**config.mk**
```make
export PLATFORM = sky130hd
export DESIGN_NAME = dcp_cmd_front
export DESIGN_NICKNAME = d
export VERILOG_FILES = /design/src/dcp_pkg.sv /design/src/dcp_bank_row.sv /design/src/dcp_dm_sampler.sv /design/src/dcp_cmd_front.sv
export SDC_FILE = /design/constraint.sdc
export NUM_CORES = 1
export LEC_CHECK = 0
export BUFFER_PORTS_ARGS = -buffer_cell sky130_fd_sc_hd__buf_4
export CAP_MARGIN = 0
export CORE_MARGIN = 10
export CORE_UTILIZATION = 50
export DETAILED_ROUTE_END_ITERATION = 16
export PLACE_DENSITY = 0.76
export SETUP_SLACK_MARGIN = 0.15
export SLEW_MARGIN = 40
export SYNTH_ARGS = -nofsm -noshare
export SYNTH_HDL_FRONTEND = slang
export SYNTH_SLANG_ARGS = --single-unit
```
**constraint.sdc**
```tcl
create_clock -name core_clk -period 1.74 [get_ports core_clk]
set_input_delay 0.087 -clock core_clk [delete_from_list [all_inputs] [get_ports core_clk]]
set_output_delay 0.087 -clock core_clk [all_outputs]
set_load 0.005 [all_outputs]
```
**src/dcp_pkg.sv**
```systemverilog
// Constants and types shared by the command and address front end
package dcp_pkg;

  // ------------------------------------------------------------------
  // Organisation
  // ------------------------------------------------------------------
  localparam int unsigned NUM_BANKS = 8;
  localparam int unsigned BANK_W = 3;
  localparam int unsigned ADDR_W = 15;
  localparam int unsigned ROW_W_X16 = 14;
  localparam int unsigned ROW_W_X8 = 15;
  localparam int unsigned COL_W = 10;
  localparam int unsigned ORG_X16 = 16;
  localparam int unsigned ORG_X8 = 8;
  localparam int unsigned PAGE_BYTES_X16 = (2 ** COL_W) * ORG_X16 / 8;
  localparam int unsigned PAGE_BYTES_X8 = (2 ** COL_W) * ORG_X8 / 8;
  localparam int unsigned PAGE_W = 12;

  // ------------------------------------------------------------------
  // Address bit positions
  // ------------------------------------------------------------------
  localparam int unsigned AP_BIT = 10;
  localparam int unsigned BC_BIT = 12;
  localparam int unsigned TDQS_EN_BIT = 11;
  localparam int unsigned MR1_RTT_LO_BIT = 2;
  localparam int unsigned MR1_RTT_MID_BIT = 6;
  localparam int unsigned MR1_RTT_HI_BIT = 9;
  localparam int unsigned MR2_RTTWR_LO_BIT = 9;
  localparam int unsigned MR2_RTTWR_HI_BIT = 10;
  localparam int unsigned NUM_MR = 4;
  localparam int unsigned MR_SEL_W = 2;

  // ------------------------------------------------------------------
  // Reset values
  // ------------------------------------------------------------------
  localparam logic [ADDR_W-1:0] MR_RESET = 15'h0000;
  localparam logic [NUM_BANKS-1:0] BANKS_IDLE = 8'h00;

  // ------------------------------------------------------------------
  // Commands: {cs_b, ras_b, cas_b, we_b}
  // ------------------------------------------------------------------
  typedef enum logic [3:0] {
    CMD_MRS = 4'h0,
    CMD_REF = 4'h1,
    CMD_PRE = 4'h2,
    CMD_ACT = 4'h3,
    CMD_WR = 4'h4,
    CMD_RD = 4'h5,
    CMD_ZQC = 4'h6,
    CMD_NOP = 4'h7,
    CMD_DES = 4'h8
  } dcp_cmd_t;

  typedef enum logic [2:0] {
    PWR_ACTIVE = 3'h0,
    PWR_PRE_PD = 3'h1,
    PWR_ACT_PD = 3'h2,
    PWR_SELF_REF = 3'h3
  } dcp_pwr_t;

endpackage : dcp_pkg

```
**src/dcp_bank_row.sv**
```systemverilog
// One bank's open row tracker
`timescale 1ns/100ps
`default_nettype none
module dcp_bank_row
  import dcp_pkg::*;
(
  // Clock and reset
  input wire logic core_clk,
  input wire logic rst_b,
  // Control
  input wire logic open_en,
  input wire logic close_en,
  input wire logic [ADDR_W-1:0] row_in,
  // State
  output logic is_open,
  output logic [ADDR_W-1:0] row_out
);

  logic open_reg;
  logic open_next;
  logic [ADDR_W-1:0] row_reg;
  logic [ADDR_W-1:0] row_next;

  always_comb begin
    open_next = open_reg;
    row_next = row_reg;
    if (open_en) begin
      open_next = 1'b1;
      row_next = row_in;
    end else if (close_en) begin
      open_next = 1'b0;
    end
  end

  always_ff @(posedge core_clk) begin
    if (!rst_b) begin
      open_reg <= 1'b0;
      row_reg <= '0;
    end else begin
      open_reg <= open_next;
      row_reg <= row_next;
    end
  end

  assign is_open = open_reg;
  assign row_out = row_reg;

endmodule : dcp_bank_row
`default_nettype wire

```
**src/dcp_dm_sampler.sv**
```systemverilog
// Write data mask capture on both strobe edges
`timescale 1ns/100ps
`default_nettype none
module dcp_dm_sampler
  import dcp_pkg::*;
(
  // Clock and reset
  input wire logic core_clk,
  input wire logic rst_b,
  // Strobe edges in core time
  input wire logic wr_active,
  input wire logic dqs_rise,
  input wire logic dqs_fall,
  input wire logic dm_in,
  // Result
  output logic word_valid,
  output logic word_keep
);

  logic valid_reg;
  logic valid_next;
  logic keep_reg;
  logic keep_next;

  // Both edges carry a data beat; a mask high at the beat drops it
  always_comb begin
    valid_next = 1'b0;
    keep_next = keep_reg;
    if (wr_active && (dqs_rise || dqs_fall)) begin // see [RQ13]
      valid_next = 1'b1;
      keep_next = ~dm_in; // see [RQ12]
    end
  end

  always_ff @(posedge core_clk) begin
    if (!rst_b) begin
      valid_reg <= 1'b0;
      keep_reg <= 1'b0;
    end else begin
      valid_reg <= valid_next;
      keep_reg <= keep_next;
    end
  end

  assign word_valid = valid_reg;
  assign word_keep = keep_reg;

endmodule : dcp_dm_sampler
`default_nettype wire

```
**src/dcp_cmd_front.sv**
```systemverilog
// Command, address and control pin front end of the memory device
// Overview of operation
// [RQ1] Sample every address and control input on the rising clock edge.
// [RQ2] Clock enable high runs clocks, buffers and drivers; low stops them.
// [RQ3] Enable low with banks idle gives precharge power-down or self-refresh; else active. Here a refresh enters self-refresh even with banks open.
// [RQ4] Self-refresh exit follows enable rising without clock sampling. Here exit is taken on the rising clock edge that samples enable high.
// [RQ5] Controller keeps clock enable high throughout reads and writes.
// [RQ6] Power-down gates all inputs except clock, termination, enable and reset.
// [RQ7] Self-refresh gates all inputs except enable and reset.
// [RQ8] Chip select high masks the command; it is part of the code.
// [RQ9] Decode the command each cycle from row, column, write strobes and select.
// [RQ10] Termination request with termination enabled terminates data, strobes and mask.
// [RQ11] Termination request ignored when mode registers disable it or in self-refresh.
// [RQ12] Write data words with mask high are discarded.
// [RQ13] Mask is sampled on both strobe edges.
// [RQ14] Mode bit 11 of MR1 selects termination strobe or data mask on x8.
// [RQ15] Three bank bits select one of eight banks for bank commands.
// [RQ16] Bank bits choose the mode register written by a mode set.
// [RQ17] Row on activate, column on access; row 14 or 15 bits, column 10.
// [RQ18] Mode set takes its opcode from the address inputs.
// [RQ19] Activate opens one page: 2KB on x16, 1KB on x8.
// [RQ20] Address bit 10 on access requests auto-precharge of that bank.
// [RQ21] Address bit 10 on precharge selects all banks, else one bank.
// [RQ22] Address bit 12 on access selects full burst high, chopped low.
// [RQ23] Reset low is asynchronous, destructive; controller holds it high normally. Here reset is sampled on the rising clock edge.
// [RQ24] Controller keeps chip select high whenever it issues no command.
`timescale 1ns/100ps
`default_nettype none
module dcp_cmd_front
  import dcp_pkg::*;
(
  // Clock and reset
  input wire logic core_clk,
  input wire logic rst_b,
  // Organisation strap, high for x8
  input wire logic org_x8,
  // Command pins
  input wire logic cke,
  input wire logic cs_b,
  input wire logic ras_b,
  input wire logic cas_b,
  input wire logic we_b,
  input wire logic odt,
  input wire logic [BANK_W-1:0] bank_addr,
  input wire logic [ADDR_W-1:0] addr,
  // Write strobe edges and data mask
  input wire logic dqs_rise,
  input wire logic dqs_fall,
  input wire logic dm_tdqs,
  // Decoded command
  output dcp_cmd_t cmd_out,
  output logic cmd_valid,
  output logic [BANK_W-1:0] cmd_bank,
  output logic [ADDR_W-1:0] cmd_row,
  output logic [COL_W-1:0] cmd_col,
  output logic cmd_auto_pre,
  output logic cmd_pre_all,
  output logic cmd_burst_full,
  output logic [PAGE_W-1:0] page_bytes,
  // Mode register write
  output logic mr_wr,
  output logic [MR_SEL_W-1:0] mr_sel,
  output logic [ADDR_W-1:0] mr_opcode,
  // Bank and power state
  output logic [NUM_BANKS-1:0] bank_open,
  output dcp_pwr_t pwr_state,
  output logic clk_run,
  output logic in_buf_en,
  output logic out_drv_en,
  output logic odt_buf_en,
  // Termination and mask
  output logic term_dq,
  output logic term_tdqs,
  output logic tdqs_mode,
  output logic wr_word_valid,
  output logic wr_word_keep
);

  // ------------------------------------------------------------------
  // State
  // ------------------------------------------------------------------
  dcp_pwr_t pwr_reg;
  dcp_pwr_t pwr_next;
  logic cke_reg;
  logic cke_next;
  dcp_cmd_t cmd_reg;
  dcp_cmd_t cmd_next;
  logic valid_reg;
  logic valid_next;
  logic [BANK_W-1:0] bank_reg;
  logic [BANK_W-1:0] bank_next;
  logic [ADDR_W-1:0] row_reg;
  logic [ADDR_W-1:0] row_next;
  logic [COL_W-1:0] col_reg;
  logic [COL_W-1:0] col_next;
  logic ap_reg;
  logic ap_next;
  logic pall_reg;
  logic pall_next;
  logic bl_reg;
  logic bl_next;
  logic [ADDR_W-1:0] mr_reg [NUM_MR];
  logic [ADDR_W-1:0] mr_next [NUM_MR];
  logic mrw_reg;
  logic mrw_next;
  logic wr_act_reg;
  logic wr_act_next;
  logic term_reg;
  logic term_next;

  logic [NUM_BANKS-1:0] open_vec;
  logic [NUM_BANKS-1:0] open_en;
  logic [NUM_BANKS-1:0] close_en;
  logic [ADDR_W-1:0] row_mask;
  logic [3:0] code;
  dcp_cmd_t dec;
  logic sel_ok;
  logic odt_on;

  // ------------------------------------------------------------------
  // Decode
  // ------------------------------------------------------------------
  assign code = {cs_b, ras_b, cas_b, we_b}; // see [RQ9]
  // Gated inputs are not looked at outside the active state
  assign sel_ok = (pwr_reg == PWR_ACTIVE) && cke; // see [RQ6] see [RQ7]
  assign row_mask = org_x8 ? 15'h7fff : 15'h3fff; // see [RQ17]

  always_comb begin
    dec = CMD_DES;
    if (!cs_b) begin // see [RQ8]
      unique case (code[2:0])
        3'h0: dec = CMD_MRS;
        3'h1: dec = CMD_REF;
        3'h2: dec = CMD_PRE;
        3'h3: dec = CMD_ACT;
        3'h4: dec = CMD_WR;
        3'h5: dec = CMD_RD;
        3'h6: dec = CMD_ZQC;
        3'h7: dec = CMD_NOP;
      endcase
    end
  end

  // ------------------------------------------------------------------
  // Command capture, one edge per command
  // ------------------------------------------------------------------
  always_comb begin
    cmd_next = CMD_DES;
    valid_next = 1'b0;
    bank_next = bank_reg;
    row_next = row_reg;
    col_next = col_reg;
    ap_next = 1'b0;
    pall_next = 1'b0;
    bl_next = bl_reg;
    mrw_next = 1'b0;
    for (int i = 0; i < NUM_MR; i++) begin
      mr_next[i] = mr_reg[i];
    end
    open_en = '0;
    close_en = '0;
    if (sel_ok && dec != CMD_DES && dec != CMD_NOP) begin // see [RQ1]
      cmd_next = dec;
      valid_next = 1'b1;
      bank_next = bank_addr; // see [RQ15]
      unique case (dec)
        CMD_ACT: begin
          row_next = addr & row_mask; // see [RQ17]
          open_en[bank_addr] = 1'b1; // see [RQ19]
        end
        CMD_RD, CMD_WR: begin
          col_next = addr[COL_W-1:0];
          ap_next = addr[AP_BIT]; // see [RQ20]
          bl_next = addr[BC_BIT]; // see [RQ22]
          if (addr[AP_BIT]) begin
            close_en[bank_addr] = 1'b1;
          end
        end
        CMD_PRE: begin
          pall_next = addr[AP_BIT]; // see [RQ21]
          if (addr[AP_BIT]) begin
            close_en = '1;
          end else begin
            close_en[bank_addr] = 1'b1;
          end
        end
        CMD_MRS: begin
          mrw_next = 1'b1;
          mr_next[bank_addr[MR_SEL_W-1:0]] = addr; // see [RQ16] see [RQ18]
        end
        default: begin
        end
      endcase
    end
  end

  // ------------------------------------------------------------------
  // Power state
  // ------------------------------------------------------------------
  always_comb begin
    pwr_next = pwr_reg;
    cke_next = cke;
    unique case (pwr_reg)
      PWR_ACTIVE: begin
        if (cke_reg && !cke) begin // see [RQ2]
          // Refresh with enable falling enters self-refresh
          if (!cs_b && code[2:0] == 3'h1) begin
            pwr_next = PWR_SELF_REF;
          end else if (open_vec == BANKS_IDLE) begin // see [RQ3]
            pwr_next = PWR_PRE_PD;
          end else begin
            pwr_next = PWR_ACT_PD;
          end
        end
      end
      PWR_PRE_PD, PWR_ACT_PD: begin
        if (cke) begin
          pwr_next = PWR_ACTIVE;
        end
      end
      PWR_SELF_REF: begin
        // Exit sees the level, not a registered edge of it
        if (cke) begin // see [RQ4]
          pwr_next = PWR_ACTIVE;
        end
      end
      default: pwr_next = PWR_ACTIVE;
    endcase
  end

  // ------------------------------------------------------------------
  // Termination and write tracking
  // ------------------------------------------------------------------
  assign odt_on = (mr_reg[1][MR1_RTT_LO_BIT] | mr_reg[1][MR1_RTT_MID_BIT] |
                   mr_reg[1][MR1_RTT_HI_BIT] | mr_reg[2][MR2_RTTWR_LO_BIT] |
                   mr_reg[2][MR2_RTTWR_HI_BIT]);

  always_comb begin
    term_next = 1'b0;
    if (odt_on && odt && pwr_reg != PWR_SELF_REF) begin // see [RQ10] see [RQ11]
      term_next = 1'b1;
    end
    wr_act_next = wr_act_reg;
    if (valid_next && cmd_next == CMD_WR) begin
      wr_act_next = 1'b1;
    end else if (valid_next || !cke) begin
      // Relies on the controller holding enable high across the burst
      wr_act_next = 1'b0; // see [RQ5]
    end
  end

  // ------------------------------------------------------------------
  // Registers
  // ------------------------------------------------------------------
  always_ff @(posedge core_clk) begin
    if (!rst_b) begin // see [RQ23]
      pwr_reg <= PWR_ACTIVE;
      cke_reg <= 1'b0;
      cmd_reg <= CMD_DES;
      valid_reg <= 1'b0;
      bank_reg <= '0;
      row_reg <= '0;
      col_reg <= '0;
      ap_reg <= 1'b0;
      pall_reg <= 1'b0;
      bl_reg <= 1'b1;
      mrw_reg <= 1'b0;
      wr_act_reg <= 1'b0;
      term_reg <= 1'b0;
      for (int i = 0; i < NUM_MR; i++) begin
        mr_reg[i] <= MR_RESET;
      end
    end else begin
      pwr_reg <= pwr_next;
      cke_reg <= cke_next;
      cmd_reg <= cmd_next;
      valid_reg <= valid_next;
      bank_reg <= bank_next;
      row_reg <= row_next;
      col_reg <= col_next;
      ap_reg <= ap_next;
      pall_reg <= pall_next;
      bl_reg <= bl_next;
      mrw_reg <= mrw_next;
      wr_act_reg <= wr_act_next;
      term_reg <= term_next;
      for (int i = 0; i < NUM_MR; i++) begin
        mr_reg[i] <= mr_next[i];
      end
    end
  end

  // ------------------------------------------------------------------
  // Banks and mask sampler
  // ------------------------------------------------------------------
  for (genvar b = 0; b < NUM_BANKS; b++) begin : g_bank
    dcp_bank_row u_row (
      .core_clk(core_clk),
      .rst_b(rst_b),
      .open_en(open_en[b]),
      .close_en(close_en[b]),
      .row_in(addr & row_mask),
      .is_open(open_vec[b]),
      .row_out()
    );
  end

  dcp_dm_sampler u_dm (
    .core_clk(core_clk),
    .rst_b(rst_b),
    .wr_active(wr_act_reg && !tdqs_mode),
    .dqs_rise(dqs_rise),
    .dqs_fall(dqs_fall),
    .dm_in(dm_tdqs),
    .word_valid(wr_word_valid),
    .word_keep(wr_word_keep)
  );

  // ------------------------------------------------------------------
  // Outputs
  // ------------------------------------------------------------------
  assign cmd_out = cmd_reg;
  assign cmd_valid = valid_reg;
  assign cmd_bank = bank_reg;
  assign cmd_row = row_reg;
  assign cmd_col = col_reg;
  assign cmd_auto_pre = ap_reg;
  assign cmd_pre_all = pall_reg;
  assign cmd_burst_full = bl_reg;
  assign page_bytes = org_x8 ? PAGE_W'(PAGE_BYTES_X8) : PAGE_W'(PAGE_BYTES_X16); // see [RQ19]
  assign mr_wr = mrw_reg;
  assign mr_sel = bank_reg[MR_SEL_W-1:0];
  assign mr_opcode = mr_reg[bank_reg[MR_SEL_W-1:0]];
  assign bank_open = open_vec;
  assign pwr_state = pwr_reg;
  assign clk_run = (pwr_reg == PWR_ACTIVE); // see [RQ2]
  assign in_buf_en = (pwr_reg == PWR_ACTIVE); // see [RQ6]
  assign out_drv_en = (pwr_reg == PWR_ACTIVE);
  assign odt_buf_en = (pwr_reg != PWR_SELF_REF); // see [RQ7]
  // Mask function is lost on x8 when the pin serves as termination strobe
  assign tdqs_mode = org_x8 & mr_reg[1][TDQS_EN_BIT]; // see [RQ14]
  assign term_dq = term_reg;
  assign term_tdqs = term_reg & tdqs_mode; // see [RQ14]

endmodule : dcp_cmd_front
`default_nettype wire

```
* Word-level counts from Yosys, hierarchy flattened
Memories as Yosys holds them, arrays and structs flattened. A register that Yosys moved wholly into a read port is not among the register bits. Index checks and enable logic that the tools add are counted.
Storage, ports and cells: input bits 30, output and inout port bits 86, RAM bits 60, register bits after elaboration 53, memories kept 2, bits in read-only memories 24, logic and storage cells 145
Operators by class: equality and inequality tests 14, bitwise operators 13, mux-type cells 52, reductions and logical operators 37, order comparisons 4
Memory list:
- mr_reg | words 4, width 15, read ports 5, clocked after Yosys merged registers in 1, write ports 4, RTL line dcp_cmd_front.sv:102 | logic [ADDR_W-1:0] mr_reg [NUM_MR];
- (name not given) | words 8, width 3, read ports 1, clocked after Yosys merged registers in 0, write ports 0, RTL line dcp_cmd_front.sv:131 | unique case (code[2:0])
Operators by type and width (count):
- two-way mux 60 bit | 2
- two-way mux 15 bit | 6
- bitwise mux 60 bit | 1
- two-way mux 8 bit | 5
- demux 15 bit (select 2 bit) | 1
- two-way mux 1 bit | 25
- nonzero test 2 bit | 9
- case mux 8 bit (2 select lines) | 1
- AND 15 bit | 1
- equality test 4 x 3 -> 1 bit, second input constant | 3
- logical AND 1 bit | 12
- two-way mux 12 bit | 1
- equality test 4 x 2 -> 1 bit, second input constant | 2
- zero test 8 bit | 1
- two-way mux 2 bit | 4
- two-way mux 4 bit | 2
- bitwise OR 1 bit | 8
- AND reduction 2 bit | 4
- equality test 3 x 1 -> 1 bit, second input constant | 2
- equality test 3 x 2 -> 1 bit, second input constant | 2
- two-way mux 3 bit | 2
- case mux 3 bit (2 select lines) | 1
- AND reduction 3 bit | 2
- zero test 4 bit | 1
- 17 further kinds | 22

* Depth between registers and ports, before layout
depth in word-level cells 9, mapped depth 6, mapped depth without buffers 4

* Cells and area by module
Synthesis repeated with hierarchy kept, for this count alone.
Unflattened totals: cell total of the unflattened synthesis 880, area total of the unflattened synthesis 9534.1 um^2
By module, submodules not included:
- dcp_bank_row | cells an instance 51, seq. area each 320.3 um^2, times used 8, area each 613.1 um^2
- dcp_cmd_front | cells an instance 466, seq. area each 2082.0 um^2, times used 1, area each 4556.9 um^2
- dcp_dm_sampler | cells an instance 6, seq. area each 40.0 um^2, times used 1, area each 72.6 um^2

* Worst setup path before layout
No wires, ideal clock.
path type register to register, start register pwr_reg[1], in the netlist pwr_state[1], end register bl_reg, in the netlist cmd_burst_full, arrival time 1.316 ns, clock period less this slack 1.435 ns, stages on the path, launching flop included 6, library setup time 0.119 ns, data required time 1.621 ns, buffers on the path 1, slack 0.305 ns, path through dfxtp_1 > nor4b_4 > nand3b_1 > buf_2 > mux2i_1 > nand2_1
Between the ends: word-level cells in the longest chain between the ends 5
RTL lines:
- start: declaration | RTL line dcp_cmd_front.sv:82 | dcp_pwr_t pwr_reg;
- start signal: assignment | RTL line dcp_cmd_front.sv:274 | pwr_reg <= pwr_next;
- zero test 3 bit | RTL line dcp_cmd_front.sv:125 | assign sel_ok = (pwr_reg == PWR_ACTIVE) && cke;
- logical AND 1 bit | RTL line dcp_cmd_front.sv:125
- logical AND 1 bit (2 in a row) | RTL line dcp_cmd_front.sv:162 | if (sel_ok && dec != CMD_DES && dec != CMD_NOP) begin
- AND reduction 2 bit (no source line)
- end signal: assignment | RTL line dcp_cmd_front.sv:283 | bl_reg <= bl_next;
- end: declaration | RTL line dcp_cmd_front.sv:100 | logic bl_reg;
Every way passes these cells. A chain may end at the register's enable or synchronous reset.

==> results.md <==
* Cells after synthesis at 503
* Post-DRT Antenna Nets at 0
* Max clock buf depth at 2
* Largest family of logic cells by synthesized area: simple AND/OR/NAND/NOR gates
* Crit end category: primary output
* Mean Syn Cell Area at 9.23 µm²
* Die height at 116 µm
* Seq/Total Area, Yosys at 49.2%
* Core footprint at 9150 µm²
* Mapped cell area at 4640 µm²
* Hold WS at 0.0181 ns
* Routed wl met3 at 1.23 mm
* Global Route Usage Sum at 20.0%
* RSZ-0062 raised after global routing: yes
* Worst-Skew Late Latency at 0.51 ns
* Antenna diode count at 0
* Post-layout util at 70.3%
* Setup Skew at 0.00754 ns
* Max reg flops at 60
* Mux cell area share after synthesis at 9.65%
* Max-slew violation count at 0
* Number of global-route vias before repair at 4290
* CTS buffer count at 17
* Status: complete, but fails checks
* DR iter-0 viols at 249
* Synth Area in Simple Gates at 20.4%
* Post-synth cell types at 41
* Routed len/inst at 18.8 µm
* Synth warnings at 0
* CTS tree: done
* Worst vdd ir at 878 µV
* CP Data Required Time at 1.65 ns
* FMAX at 0.551 GHz
* Drt first pass iters at 5
* #FFs+latches synth at 114
* Die Area at 13500 µm²
* Finished Layout Cells at 741
* Layout cell share with drive strength beyond 1 at 28.9%
* Max-Cap Viols at 0
* Pleak at 0.00264 µW
* CTS H-tree depth at 4
* Pin count of the biggest net entering global routing at 62
* Final TNS setup at -0.705 ns
* Initial Utilization at 50.7%
* Io pins at 116
* Residual DRC count at 0
* Post-Synth XOR/XNOR Area at 0%
* Vias per cell at 5.63
* DP Cell Count at 678
* Slew of the pin with the lowest slew margin at 0.591 ns
* Tcrit/Tclk final at 104%
* Uppermost layer routed: met4
* Final Wtd Congestion at 0.841
* Post-synthesis compound-gate area fraction at 12.6%
* Met1 WL at 5.46 mm
* Final setup vio count at 15
* HP Class: in -> reg
* Crit Path Category: reg -> out
* Input/output buffers at 104
* Crit start category: flop
* Vias after detailed routing at 4169
* Initial antenna violation count at 0
* Post-layout min period at 1.82 ns
* Worst-path fanout max at 8
* Total length of routed wires at 13.9 mm
* Die width at 116 µm
* Adder-Cell Fraction of Synth Area at 0%
* First-pass GRT wire length at 21.5 mm
* Largest cells by area after synthesis: dfxtp_1 49%, nand3_1 9.4%, mux4_2 7.3%
* Yosys top cell area share at 49.2%
* Grt ovf at 0
* Leading area contributor after synthesis: dfxtp_1
* Clock Sinks at 114
* Clock Pin Slew Worst Setup and Hold Paths at 0.06 ns
* WL met2 at 6.98 mm
* Filler cells at 634
* Crit path DAT at 1.73 ns
* Power density cells at 1020 nW/µm²
* Worst slew margin at 60.2%
* Root buf cell: clkbuf_8
* Pre-CTS setup slack at 0.104 ns
* Final Hold Vio Count at 0
* Net count, final at 647
* Area delta synth->final at 38.7%
* Final HPWL DP at 8.86 mm
* Final worst setup slack at -0.0764 ns
* Cell row count at 35
* Failing checks: negative setup slack
[area by class of cell]
class / count / area, µm² / share of cell area, %
Timing Repair Buffer: 151 / 1350 / 21.0
Inverter: 5 / 18.8 / 0.291
Clock buffer: 18 / 418 / 6.49
Tap cell: 111 / 139 / 2.16
Multi-Input combinational cell: 328 / 2040 / 31.8
Clock inverter: 14 / 179 / 2.78
Sequential cell: 114 / 2290 / 35.5
[worst max-delay path: stages (launching register included)]
cell and delay (ns):
dfxtp_4 0.39, buf_12 0.15, mux4_2 0.54, buf_6 0.14
[final timing paths]
check,start,end,slack [ns],cells past startpoint
max,flop,mr_opcode[14],-0.08,3
min,rst_b,cke_reg,0.02,2
max reg2reg,pwr_state[1],mr_reg[0][0],0.20,7
min reg2reg,cmd_row[11],cmd_row[11],0.46,2
[routing by layer]
metal	global-route usage (%)	vias to the layer above
met5	0	-
met4	7.67	0
met3	7.50	22
met2	32.7	173
met1	23.4	1988
li1	-	1986
[cell families (layout without fill, tap and decap cells)]
kind of cell	count (synthesis)	count (layout)
other	1	11
DFF	114	114
muxes	26	26
AOI/OAI and AO/OA	108	108
and+or+nand+nor	183	183
buffers and inverters	71	188
[cell usage after synthesis (all sizes together)]
cell / count
dfxtp: 114
clkbuf: 20
nor4b: 2
mux4: 15
inv: 5
o31ai: 2
nor3: 3
nor2: 16
nand4b: 1
and3: 3
nand4: 1
nand2b: 1
buf: 46
a2bb2oi: 2
a31oi: 2
nand3: 87
or3: 2
and4bb: 1
o211ai: 7
nand2: 45
a21oi: 26
nor2b: 1
or4b: 1
or2: 1
nor4: 3
a22oi: 2
o2111ai: 1
nand3b: 2
and3b: 2
nor3b: 3
o21ai: 65
o22ai: 1
conb: 1
and2: 8
mux2i: 11
[power by group]
group	switching, µW	leakage, µW	internal, µW	total (µW)
logic	234	0.00143	202	436
registers	18.8	0.000921	2640	2660
clock network	1300	0.000283	2200	3500
total	1550	0.00264	5040	6590
[through the flow]
| step | cell area [µm²] | total power, µW |
|---|---|---|
| global route | 6440 | 6770 |
| CTS | 6330 | 6570 |
| detailed placement | 5380 | 3070 |
| floorplan | 4680 | 2920 |
| finish | 6440 | 6590 |
| global placement | 5380 | 3070 |
[repair_timing]
action,in CTS,in global routing
setup buffers,0,2
pin swaps,0,2
resized for setup,19,10
endpoints found under the hold margin,108,0
endpoints found under the setup margin,30,102
hold buffers,26,0
gates cloned,1,2
[cells in the final DEF (no fill, tap or decap), drive strengths merged, types with 15 or more instances in the layout]
| cell type | synthesis | routed |
|---|---|---|
| nand3 | 87 | 87 |
| dlygate4sd3 | 0 | 25 |
| mux4 | 15 | 15 |
| o21ai | 65 | 65 |
| buf | 46 | 123 |
| dfxtp | 114 | 114 |
| a21oi | 26 | 26 |
| clkbuf | 20 | 20 |
| nand2 | 45 | 45 |
| nor2 | 16 | 16 |
(Power assumes the default switching activity.)
